File: config.mk
export PLATFORM = sky130hd
export DESIGN_NAME = reload_down_timer_pulse_out
export DESIGN_NICKNAME = d
export VERILOG_FILES = /design/src/core/rdt_pkg.sv /design/src/core/rdt_prescaler.sv /design/src/core/rdt_pulse_out.sv /design/src/core/reload_down_timer_pulse_out.sv
export SDC_FILE = /design/constraint.sdc
export NUM_CORES = 1
export LEC_CHECK = 0
export CORE_MARGIN = 1
export CORE_UTILIZATION = 63
export DETAILED_ROUTE_END_ITERATION = 10
export DONT_BUFFER_PORTS = 1
export PLACE_DENSITY = 0.77
export REMOVE_ABC_BUFFERS = 1
export SLEW_MARGIN = 0
export SYNTH_ARGS = -nofsm -noshare
export SYNTH_HDL_FRONTEND = slang
export SYNTH_HIERARCHICAL = 1
export SYNTH_SLANG_ARGS = --single-unit
File: constraint.sdc
create_clock -name pclk -period 2.2 [get_ports pclk]
set_clock_uncertainty 0.05 [all_clocks]
set_input_delay 0.11 -clock pclk [delete_from_list [all_inputs] [get_ports pclk]]
set_output_delay 0.11 -clock pclk [all_outputs]
set_load 0.01 [all_outputs]
File: src/core/rdt_pkg.sv
// Constants, types and register map of the reloading down timer
package rdt_pkg;

	localparam int ADDR_W = 12;
	localparam int DATA_W = 32;
	localparam int CNT_W  = 8;
	localparam int NREQ   = 2;

	// Byte addresses of the registers
	localparam logic [11:0] ADDR_CTRL  = 12'h000;
	localparam logic [11:0] ADDR_LATCH = 12'h004;
	localparam logic [11:0] ADDR_COUNT = 12'h008;
	localparam logic [11:0] ADDR_REQ   = 12'h00C;
	localparam logic [11:0] ADDR_EN    = 12'h010;

	// Control field positions
	localparam int CTRL_STOP_BIT  = 0;
	localparam int CTRL_MODE_LSB  = 1;
	localparam int CTRL_EDGE_BIT  = 3;
	localparam int CTRL_LOW_BIT   = 4;
	localparam int CTRL_W         = 5;

	// Request and enable bit positions
	localparam int REQ_TIMER_BIT = 0;
	localparam int REQ_PIN_BIT   = 1;

	// Reset values
	localparam logic [4:0] CTRL_RST  = 5'h00;
	localparam logic [7:0] LATCH_RST = 8'hFF;
	localparam logic [7:0] COUNT_RST = 8'hFF;
	localparam logic [1:0] REQ_RST   = 2'h0;
	localparam logic [1:0] EN_RST    = 2'h0;

	// Oscillator edges per count tick
	localparam int          TICK_DIV   = 16;
	localparam int          PRE_W      = 4;
	localparam logic [3:0]  PRE_LAST   = 4'(TICK_DIV - 1);

	typedef enum logic [1:0] {
		MODE_TIMER  = 2'b00,
		MODE_PULSE  = 2'b01,
		MODE_EVENT  = 2'b10,
		MODE_PWIDTH = 2'b11
	} mode_e;

	typedef struct packed {
		logic  low_speed;
		logic  edge_sw;
		mode_e mode;
		logic  stop;
	} ctrl_s;

	typedef struct packed {
		logic pin;
		logic timer;
	} req_s;

endpackage : rdt_pkg

File: src/core/rdt_prescaler.sv
// Divide-by-16 count source from the main or sub oscillator
`timescale 1ns/1ps
`default_nettype none
module rdt_prescaler (
	input  wire logic pclk,
	input  wire logic presetn,
	input  wire logic main_oscillator_input,
	input  wire logic sub_oscillator_input,
	input  wire logic low_speed,
	output logic      tick
);
	logic                    main_prev_q;
	logic                    sub_prev_q;
	logic [rdt_pkg::PRE_W-1:0] div_q;
	logic                    tick_q;
	wire                     main_rise;
	wire                     sub_rise;
	wire                     src_rise;
	wire                     wrap;

	// Oscillator inputs are synchronous levels; count their rising edges
	assign main_rise = main_oscillator_input & ~main_prev_q;
	assign sub_rise  = sub_oscillator_input & ~sub_prev_q;
	assign src_rise  = low_speed ? sub_rise : main_rise;
	assign wrap      = src_rise & (div_q == rdt_pkg::PRE_LAST);
	assign tick      = tick_q;

	always_ff @(posedge pclk or negedge presetn) begin
		if (!presetn) begin
			main_prev_q <= 1'b0;
			sub_prev_q  <= 1'b0;
			div_q       <= '0;
			tick_q      <= 1'b0;
		end else begin
			main_prev_q <= main_oscillator_input;
			sub_prev_q  <= sub_oscillator_input;
			if (src_rise) begin
				div_q <= div_q + 1'b1;
			end
			tick_q <= wrap;
		end
	end

endmodule : rdt_prescaler
`default_nettype wire

File: src/core/rdt_pulse_out.sv
// Toggling pulse output and its active-edge detector
`timescale 1ns/1ps
`default_nettype none
module rdt_pulse_out (
	input  wire logic pclk,
	input  wire logic presetn,
	input  wire logic pulse_mode,
	input  wire logic edge_sw,
	input  wire logic underflow,
	output logic      pin_level,
	output logic      pin_edge
);
	logic level_q;
	logic mode_prev_q;
	logic edge_q;
	wire  entering;
	wire  toggle;
	wire  new_level;

	assign entering  = pulse_mode & ~mode_prev_q;
	assign toggle    = pulse_mode & ~entering & underflow;
	assign new_level = ~level_q;
	assign pin_level = level_q;
	assign pin_edge  = edge_q;

	always_ff @(posedge pclk or negedge presetn) begin
		if (!presetn) begin
			level_q     <= 1'b0;
			mode_prev_q <= 1'b0;
			edge_q      <= 1'b0;
		end else begin
			mode_prev_q <= pulse_mode;
			edge_q      <= 1'b0;
			if (entering) begin
				level_q <= edge_sw;
			end else if (toggle) begin
				level_q <= new_level;
				// Rising active when switch is one, falling when zero
				edge_q  <= (new_level == edge_sw);
			end
		end
	end

endmodule : rdt_pulse_out
`default_nettype wire

File: src/core/reload_down_timer_pulse_out.sv
// Reloading down timer with pulse output, APB register slave
//
// Design decisions made here: register access over APB and the register addresses.
`timescale 1ns/1ps
`default_nettype none
module reload_down_timer_pulse_out (
	input  wire logic        pclk,
	input  wire logic        presetn,
	input  wire logic        psel,
	input  wire logic        penable,
	input  wire logic        pwrite,
	input  wire logic [11:0] paddr,
	input  wire logic [31:0] pwdata,
	input  wire logic [3:0]  pstrb,
	output logic      [31:0] prdata,
	output logic             pready,
	output logic             pslverr,
	input  wire logic        main_oscillator_input,
	input  wire logic        sub_oscillator_input,
	input  wire logic        timer_accept,
	input  wire logic        pin_accept,
	output logic             timer_irq,
	output logic             pin_irq,
	output logic             shared_port_pin_out,
	output logic             shared_port_pin_oe
);

	// Register state
	rdt_pkg::ctrl_s          ctrl_q;
	rdt_pkg::ctrl_s          ctrl_d;
	logic [7:0]              latch_q;
	logic [7:0]              count_q;
	logic [7:0]              count_d;
	logic [1:0]              req_q;
	logic [1:0]              en_q;
	logic [31:0]             prdata_q;
	logic                    pslverr_q;

	// Bus decode
	wire                     setup;
	wire                     access;
	wire                     sel_ctrl;
	wire                     sel_latch;
	wire                     sel_count;
	wire                     sel_req;
	wire                     sel_en;
	wire                     hit;
	wire                     wr_lane0;
	wire                     wr_ctrl;
	wire                     wr_latch;
	wire                     wr_req;
	wire                     wr_en;
	wire [31:0]              rd_word;

	// Counting
	wire                     tick;
	wire                     run;
	wire                     at_zero;
	wire                     underflow;
	wire                     pulse_mode;
	wire                     pin_level;
	wire                     pin_edge;
	wire [1:0]               req_set;
	wire [1:0]               req_clr;
	wire [1:0]               req_ack;
	wire [1:0]               req_d;

	// -------------------------------------------------------------------
	// APB slave: zero wait states. Read data is captured at the setup
	// edge so that it leaves a flip-flop during the access phase.
	// -------------------------------------------------------------------
	assign setup     = psel & ~penable;
	assign access    = psel & penable;

	assign sel_ctrl  = (paddr == rdt_pkg::ADDR_CTRL);
	assign sel_latch = (paddr == rdt_pkg::ADDR_LATCH);
	assign sel_count = (paddr == rdt_pkg::ADDR_COUNT);
	assign sel_req   = (paddr == rdt_pkg::ADDR_REQ);
	assign sel_en    = (paddr == rdt_pkg::ADDR_EN);
	assign hit       = sel_ctrl | sel_latch | sel_count | sel_req | sel_en;

	// All fields live in byte lane 0; other lanes are ignored
	assign wr_lane0  = access & pwrite & pstrb[0];
	assign wr_ctrl   = wr_lane0 & sel_ctrl;
	assign wr_latch  = wr_lane0 & sel_latch;
	assign wr_req    = wr_lane0 & sel_req;
	assign wr_en     = wr_lane0 & sel_en;

	assign rd_word =
		sel_ctrl  ? {27'h0000000, ctrl_q} :
		sel_latch ? {24'h000000, latch_q} :
		sel_count ? {24'h000000, count_q} :
		sel_req   ? {30'h00000000, req_q} :
		sel_en    ? {30'h00000000, en_q} :
		32'h00000000;

	assign pready  = 1'b1;
	assign prdata  = prdata_q;
	assign pslverr = pslverr_q;

	always_ff @(posedge pclk or negedge presetn) begin
		if (!presetn) begin
			prdata_q  <= 32'h00000000;
			pslverr_q <= 1'b0;
		end else if (setup) begin
			prdata_q  <= pwrite ? 32'h00000000 : rd_word;
			pslverr_q <= ~hit;
		end else if (!psel) begin
			pslverr_q <= 1'b0;
		end
	end

	// -------------------------------------------------------------------
	// Control register
	// -------------------------------------------------------------------
	always_comb begin
		ctrl_d = ctrl_q;
		if (wr_ctrl) begin
			ctrl_d.stop      = pwdata[rdt_pkg::CTRL_STOP_BIT];
			ctrl_d.mode      = rdt_pkg::mode_e'(
				pwdata[rdt_pkg::CTRL_MODE_LSB +: 2]);
			ctrl_d.edge_sw   = pwdata[rdt_pkg::CTRL_EDGE_BIT];
			ctrl_d.low_speed = pwdata[rdt_pkg::CTRL_LOW_BIT];
		end
	end

	always_ff @(posedge pclk or negedge presetn) begin
		if (!presetn) begin
			ctrl_q <= rdt_pkg::ctrl_s'(rdt_pkg::CTRL_RST);
		end else begin
			ctrl_q <= ctrl_d;
		end
	end

	always_ff @(posedge pclk or negedge presetn) begin
		if (!presetn) begin
			latch_q <= rdt_pkg::LATCH_RST;
			en_q    <= rdt_pkg::EN_RST;
		end else begin
			if (wr_latch) begin
				latch_q <= pwdata[7:0];
			end
			if (wr_en) begin
				en_q <= pwdata[1:0];
			end
		end
	end

	// -------------------------------------------------------------------
	// Count source
	// -------------------------------------------------------------------
	rdt_prescaler u_prescaler (
		.pclk                  (pclk),
		.presetn               (presetn),
		.main_oscillator_input (main_oscillator_input),
		.sub_oscillator_input  (sub_oscillator_input),
		.low_speed             (ctrl_q.low_speed),
		.tick                  (tick)
	);

	// -------------------------------------------------------------------
	// Down counter. The event and pulse width modes are not built here;
	// selecting them counts as in timer mode but drives no pin.
	// -------------------------------------------------------------------
	assign run       = tick & ~ctrl_q.stop;
	assign at_zero   = (count_q == 8'h00);
	assign underflow = run & at_zero & ~wr_latch;

	always_comb begin
		count_d = count_q;
		if (wr_latch) begin
			// A write sets the initial value of both latch and counter
			count_d = pwdata[7:0];
		end else if (run) begin
			if (at_zero) begin
				count_d = latch_q;
			end else begin
				count_d = count_q - 8'h01;
			end
		end
	end

	always_ff @(posedge pclk or negedge presetn) begin
		if (!presetn) begin
			count_q <= rdt_pkg::COUNT_RST;
		end else begin
			count_q <= count_d;
		end
	end

	// -------------------------------------------------------------------
	// Pulse output on the shared pin
	// -------------------------------------------------------------------
	assign pulse_mode = (ctrl_q.mode == rdt_pkg::MODE_PULSE);

	rdt_pulse_out u_pulse_out (
		.pclk       (pclk),
		.presetn    (presetn),
		.pulse_mode (pulse_mode),
		.edge_sw    (ctrl_q.edge_sw),
		.underflow  (underflow),
		.pin_level  (pin_level),
		.pin_edge   (pin_edge)
	);

	// Pin level comes from a flop; the enable only follows the mode
	assign shared_port_pin_out = pin_level;
	assign shared_port_pin_oe  = pulse_mode;

	// -------------------------------------------------------------------
	// Request bits. A hardware set in the cycle of a clear wins, so an
	// underflow that lands on a software clear is never lost.
	// -------------------------------------------------------------------
	assign req_set[rdt_pkg::REQ_TIMER_BIT] = underflow;
	assign req_set[rdt_pkg::REQ_PIN_BIT]   = pin_edge & pulse_mode;
	assign req_ack[rdt_pkg::REQ_TIMER_BIT] = timer_accept;
	assign req_ack[rdt_pkg::REQ_PIN_BIT]   = pin_accept;

	genvar gi;
	generate
		for (gi = 0; gi < rdt_pkg::NREQ; gi++) begin : g_req
			// Writing zero clears; writing one leaves the bit alone
			assign req_clr[gi] = wr_req & ~pwdata[gi];
			assign req_d[gi]   = req_set[gi] |
				(req_q[gi] & ~req_clr[gi] & ~req_ack[gi]);
		end
	endgenerate

	always_ff @(posedge pclk or negedge presetn) begin
		if (!presetn) begin
			req_q <= rdt_pkg::REQ_RST;
		end else begin
			req_q <= req_d;
		end
	end

	// Requests reach the controller only while enabled
	assign timer_irq = req_q[rdt_pkg::REQ_TIMER_BIT] &
		en_q[rdt_pkg::REQ_TIMER_BIT];
	assign pin_irq   = req_q[rdt_pkg::REQ_PIN_BIT] &
		en_q[rdt_pkg::REQ_PIN_BIT];

endmodule : reload_down_timer_pulse_out
`default_nettype wire

==> reports/qor.yml <==
logic_synthesis:
  synth_flop_cell: "dfrtp_1"
  netlist_instances: 264
  async_reset_ff_share_pct: 100
  synth_cell_type_count: 53
  synth_area_um2: 2490
  synth.avg_cell_area_um2: 9.44
  synth.cells.most_frequent: "nand2_1, o21ai_0, dfrtp_1, buf_4, dfstp_2"
  synth_top_cell_area_share_pct: 28.1
  synth-seq-cells: 44
  yosysWarningCount: 6
  seq_area_frac_synth_pct: 45.0
  yosys.area.top_type: "dfrtp_1"
  synth_edf_count: 0
  synth_most_common_cell: "nand2_1"
  yosys-top-cells-area: "dfrtp_1, dfstp_2, buf_4"
clock_network:
  postCtsSetupBuffers: 0
  clk_path_buf_depth: 2
  path_clk_slew_ns: 0.08
  htree_levels: 2
  root_buffer: "clkbuf_8"
  clock-sinks: 44
  clkLatencyLatePin_ns: 0.30
  cts_tree: "done"
  cts_buffers: 5
floorplanning:
  start_util_pct: 67.1
  rows: 22
  fp.dieH_um: 64.9
  dieArea_um2: 4210
  core_um2: 3720
  pin_count: 95
  die_width_um: 64.9
critical_path:
  critical_path_peak_fanout: 5
  cp-start-kind: "flop"
  required_ns: 2.37
  arrival_ns: 2.17
  crit_type: "reg2reg"
  critPathCaptureType: "flop"
final_layout:
  finalNonFillerCells: 335
  design_area_um2: 2780
  multi_input_area_um2: 1230
  nets: 346
  antenna_cells: 0
  regArea_um2: 1120
  n_fill_cell: 283
  syn_to_final_growth_pct: 11.6
  drive_gt1_share_pct: 16.7
routing:
  routed_via_density: 5.79
  drc_errors: 0
  drtIter0Drc: 101
  wl_per_cell_um: 15.4
  antenna_left: 0
  vias: 1939
  drtPass1Iterations: 4
  drt_wl_total_um: 5160
timing:
  rsz0062_at_grt: "false"
  setup_violations: 0
  max_freq_ghz: 0.500
  worst_slack_ns: 0.198
  layout_min_cycle_time_ns: 2.00
  hold_violations: 0
  fin_setup_tns_ns: 0
  tightest_slew_ns: 0.512
  timing.final.crit_share_pct: 91.0
  maxSlewHeadroom_pct: 65.4
  slew_viol_final: 0
global_routing:
  grt_max_degree: 45
  grt_pass1_wl_um: 8440
  grt_antenna_before_repair: 0
  gr-total-overflow: 0
  grt_util_all_layers_pct: 27.0
  grt_pass1_vias: 1773
power_and_ir_drop:
  leakage_nw: 1.23
  ir_drop_v: 0.000553
  powerDensity_nw_per_um2: 715
  power_mw: 1.99
place:
  pre_cts_ws_ns: 0.110
  port_buffers: 0
  placed_cell_area_um2: 2470
  globalplace.congestion: 0.946
  hpwl_um: 3620
  dp.cells: 310
worst_hold_path:
  hp-class: "in2reg"
status:
  outcome: "finished clean"
flow_run:
  maxCapViolations: 0
-- flip-flops by register name, summed over array words and instances (netlist names) --
name	cells
count_q	8
ctrl_q	5
en_q	2
latch_q	8
prdata	8
pslverr	1
req_q	2
u_prescaler/div_q	4
u_prescaler/main_prev_q	1
u_prescaler/sub_prev_q	1
u_prescaler/tick	1
u_pulse_out/mode_prev_q	1
u_pulse_out/pin_edge	1
u_pulse_out/pin_level	1
-- placed cells by master (no fill, tap or decap), types with 4 or more instances in the layout --
master / n
dfrtp_1: 28
clkbuf_8: 7
o21ai_0: 29
dfstp_2: 16
dlygate4sd3_1: 16
a21oi_1: 8
inv_1: 5
nor2b_1: 5
nand2_1: 46
nor2_1: 8
mux2_2: 8
nand2b_1: 4
nand3_1: 7
conb_1: 25
buf_4: 6
and4_1: 4
-- cell type report --
type                    instances  share of cell area [%]
clock buffers                   7                    3.46
clock inverters                 1                    1.08
inverters                       5                   0.674
multi-input cells             207                    44.2
flip-flops and latches         44                    40.3
well taps                      48                    2.16
repair buffers                 23                    8.09
-- kinds of logic after synthesis --
| family | synth area share (%) |
|---|---|
| adder cells (fa/ha/maj) | 1.51 |
| XOR/XNOR | 1.41 |
| AO/OA/AOI/OAI | 15.2 |
| other | 0.301 |
| multiplexers | 5.27 |
| buffers and inverters | 9.29 |
| AND/OR/NAND/NOR | 22.1 |
| flip-flops | 45.0 |
-- worst max-delay path, stage by stage (launching register included) --
cell	delay (ns)
dfstp_2	0.39
inv_1	0.10
ha_1	0.20
nor3b_2	0.29
nand3_1	0.18
a41oi_1	0.35
nand2b_1	0.16
a21oi_1	0.07
a21oi_1	0.14
-- metrics by stage --
step | hold slack [ns] | util [%]
after floorplan | -0.236 | -
after global placement | -0.235 | 66.5
after detailed placement | -0.235 | 66.5
after CTS | 0.00854 | 74.7
after global routing | 0.0293 | 74.9
final | 0.0170 | 74.9
-- routing by layer --
layer | global-route usage (%) | wire length [um] | part of all wire (%) | vias to the layer above
met4 | 9.72 | 76 | 1.5 | 0
met1 | 37.4 | 2340 | 45 | 926
met2 | 41.0 | 2460 | 48 | 71
li1 | - | - | - | 934
met5 | 0 | 0 | 0 | -
met3 | 6.51 | 282 | 5.5 | 8
-- final timing paths --
| check | startpoint | to | slack [ns] | depth (start not counted) |
|---|---|---|---|---|
| worst max-delay path | count_q[1]$_DFFE_PN1P_ | u_pulse_out/pin_level$_DFFE_PN0P_ | 0.20 | 8 |
| worst min-delay path | paddr[2] | req_q[0]$_DFF_PN0_ | 0.02 | 3 |
| worst max register to register | count_q[1]$_DFFE_PN1P_ | u_pulse_out/pin_level$_DFFE_PN0P_ | 0.20 | 8 |
| worst min register to register | u_pulse_out/pin_edge$_DFF_PN0_ | req_q[1]$_DFF_PN0_ | 0.40 | 2 |
| max in group asynchronous | presetn | count_q[2]$_DFFE_PN1P_ | 1.60 | 2 |
| min in group asynchronous | presetn | prdata[0]$_DFFE_PN0P_ | 0.23 | 2 |
-- timing repair --
action | 4_1_cts | 5_1_grt
resized for setup | 0 | 1
endpoints found under the hold margin | 77 | 0
hold buffers | 17 | 0
endpoints found under the setup margin | 0 | 2
-- where the power goes --
part           internal (mW)  switching, mW
clock network          0.400          0.264
logic                  0.158          0.194
registers              0.903         0.0711
No activity file was read; power rests on OpenSTA's default activity.
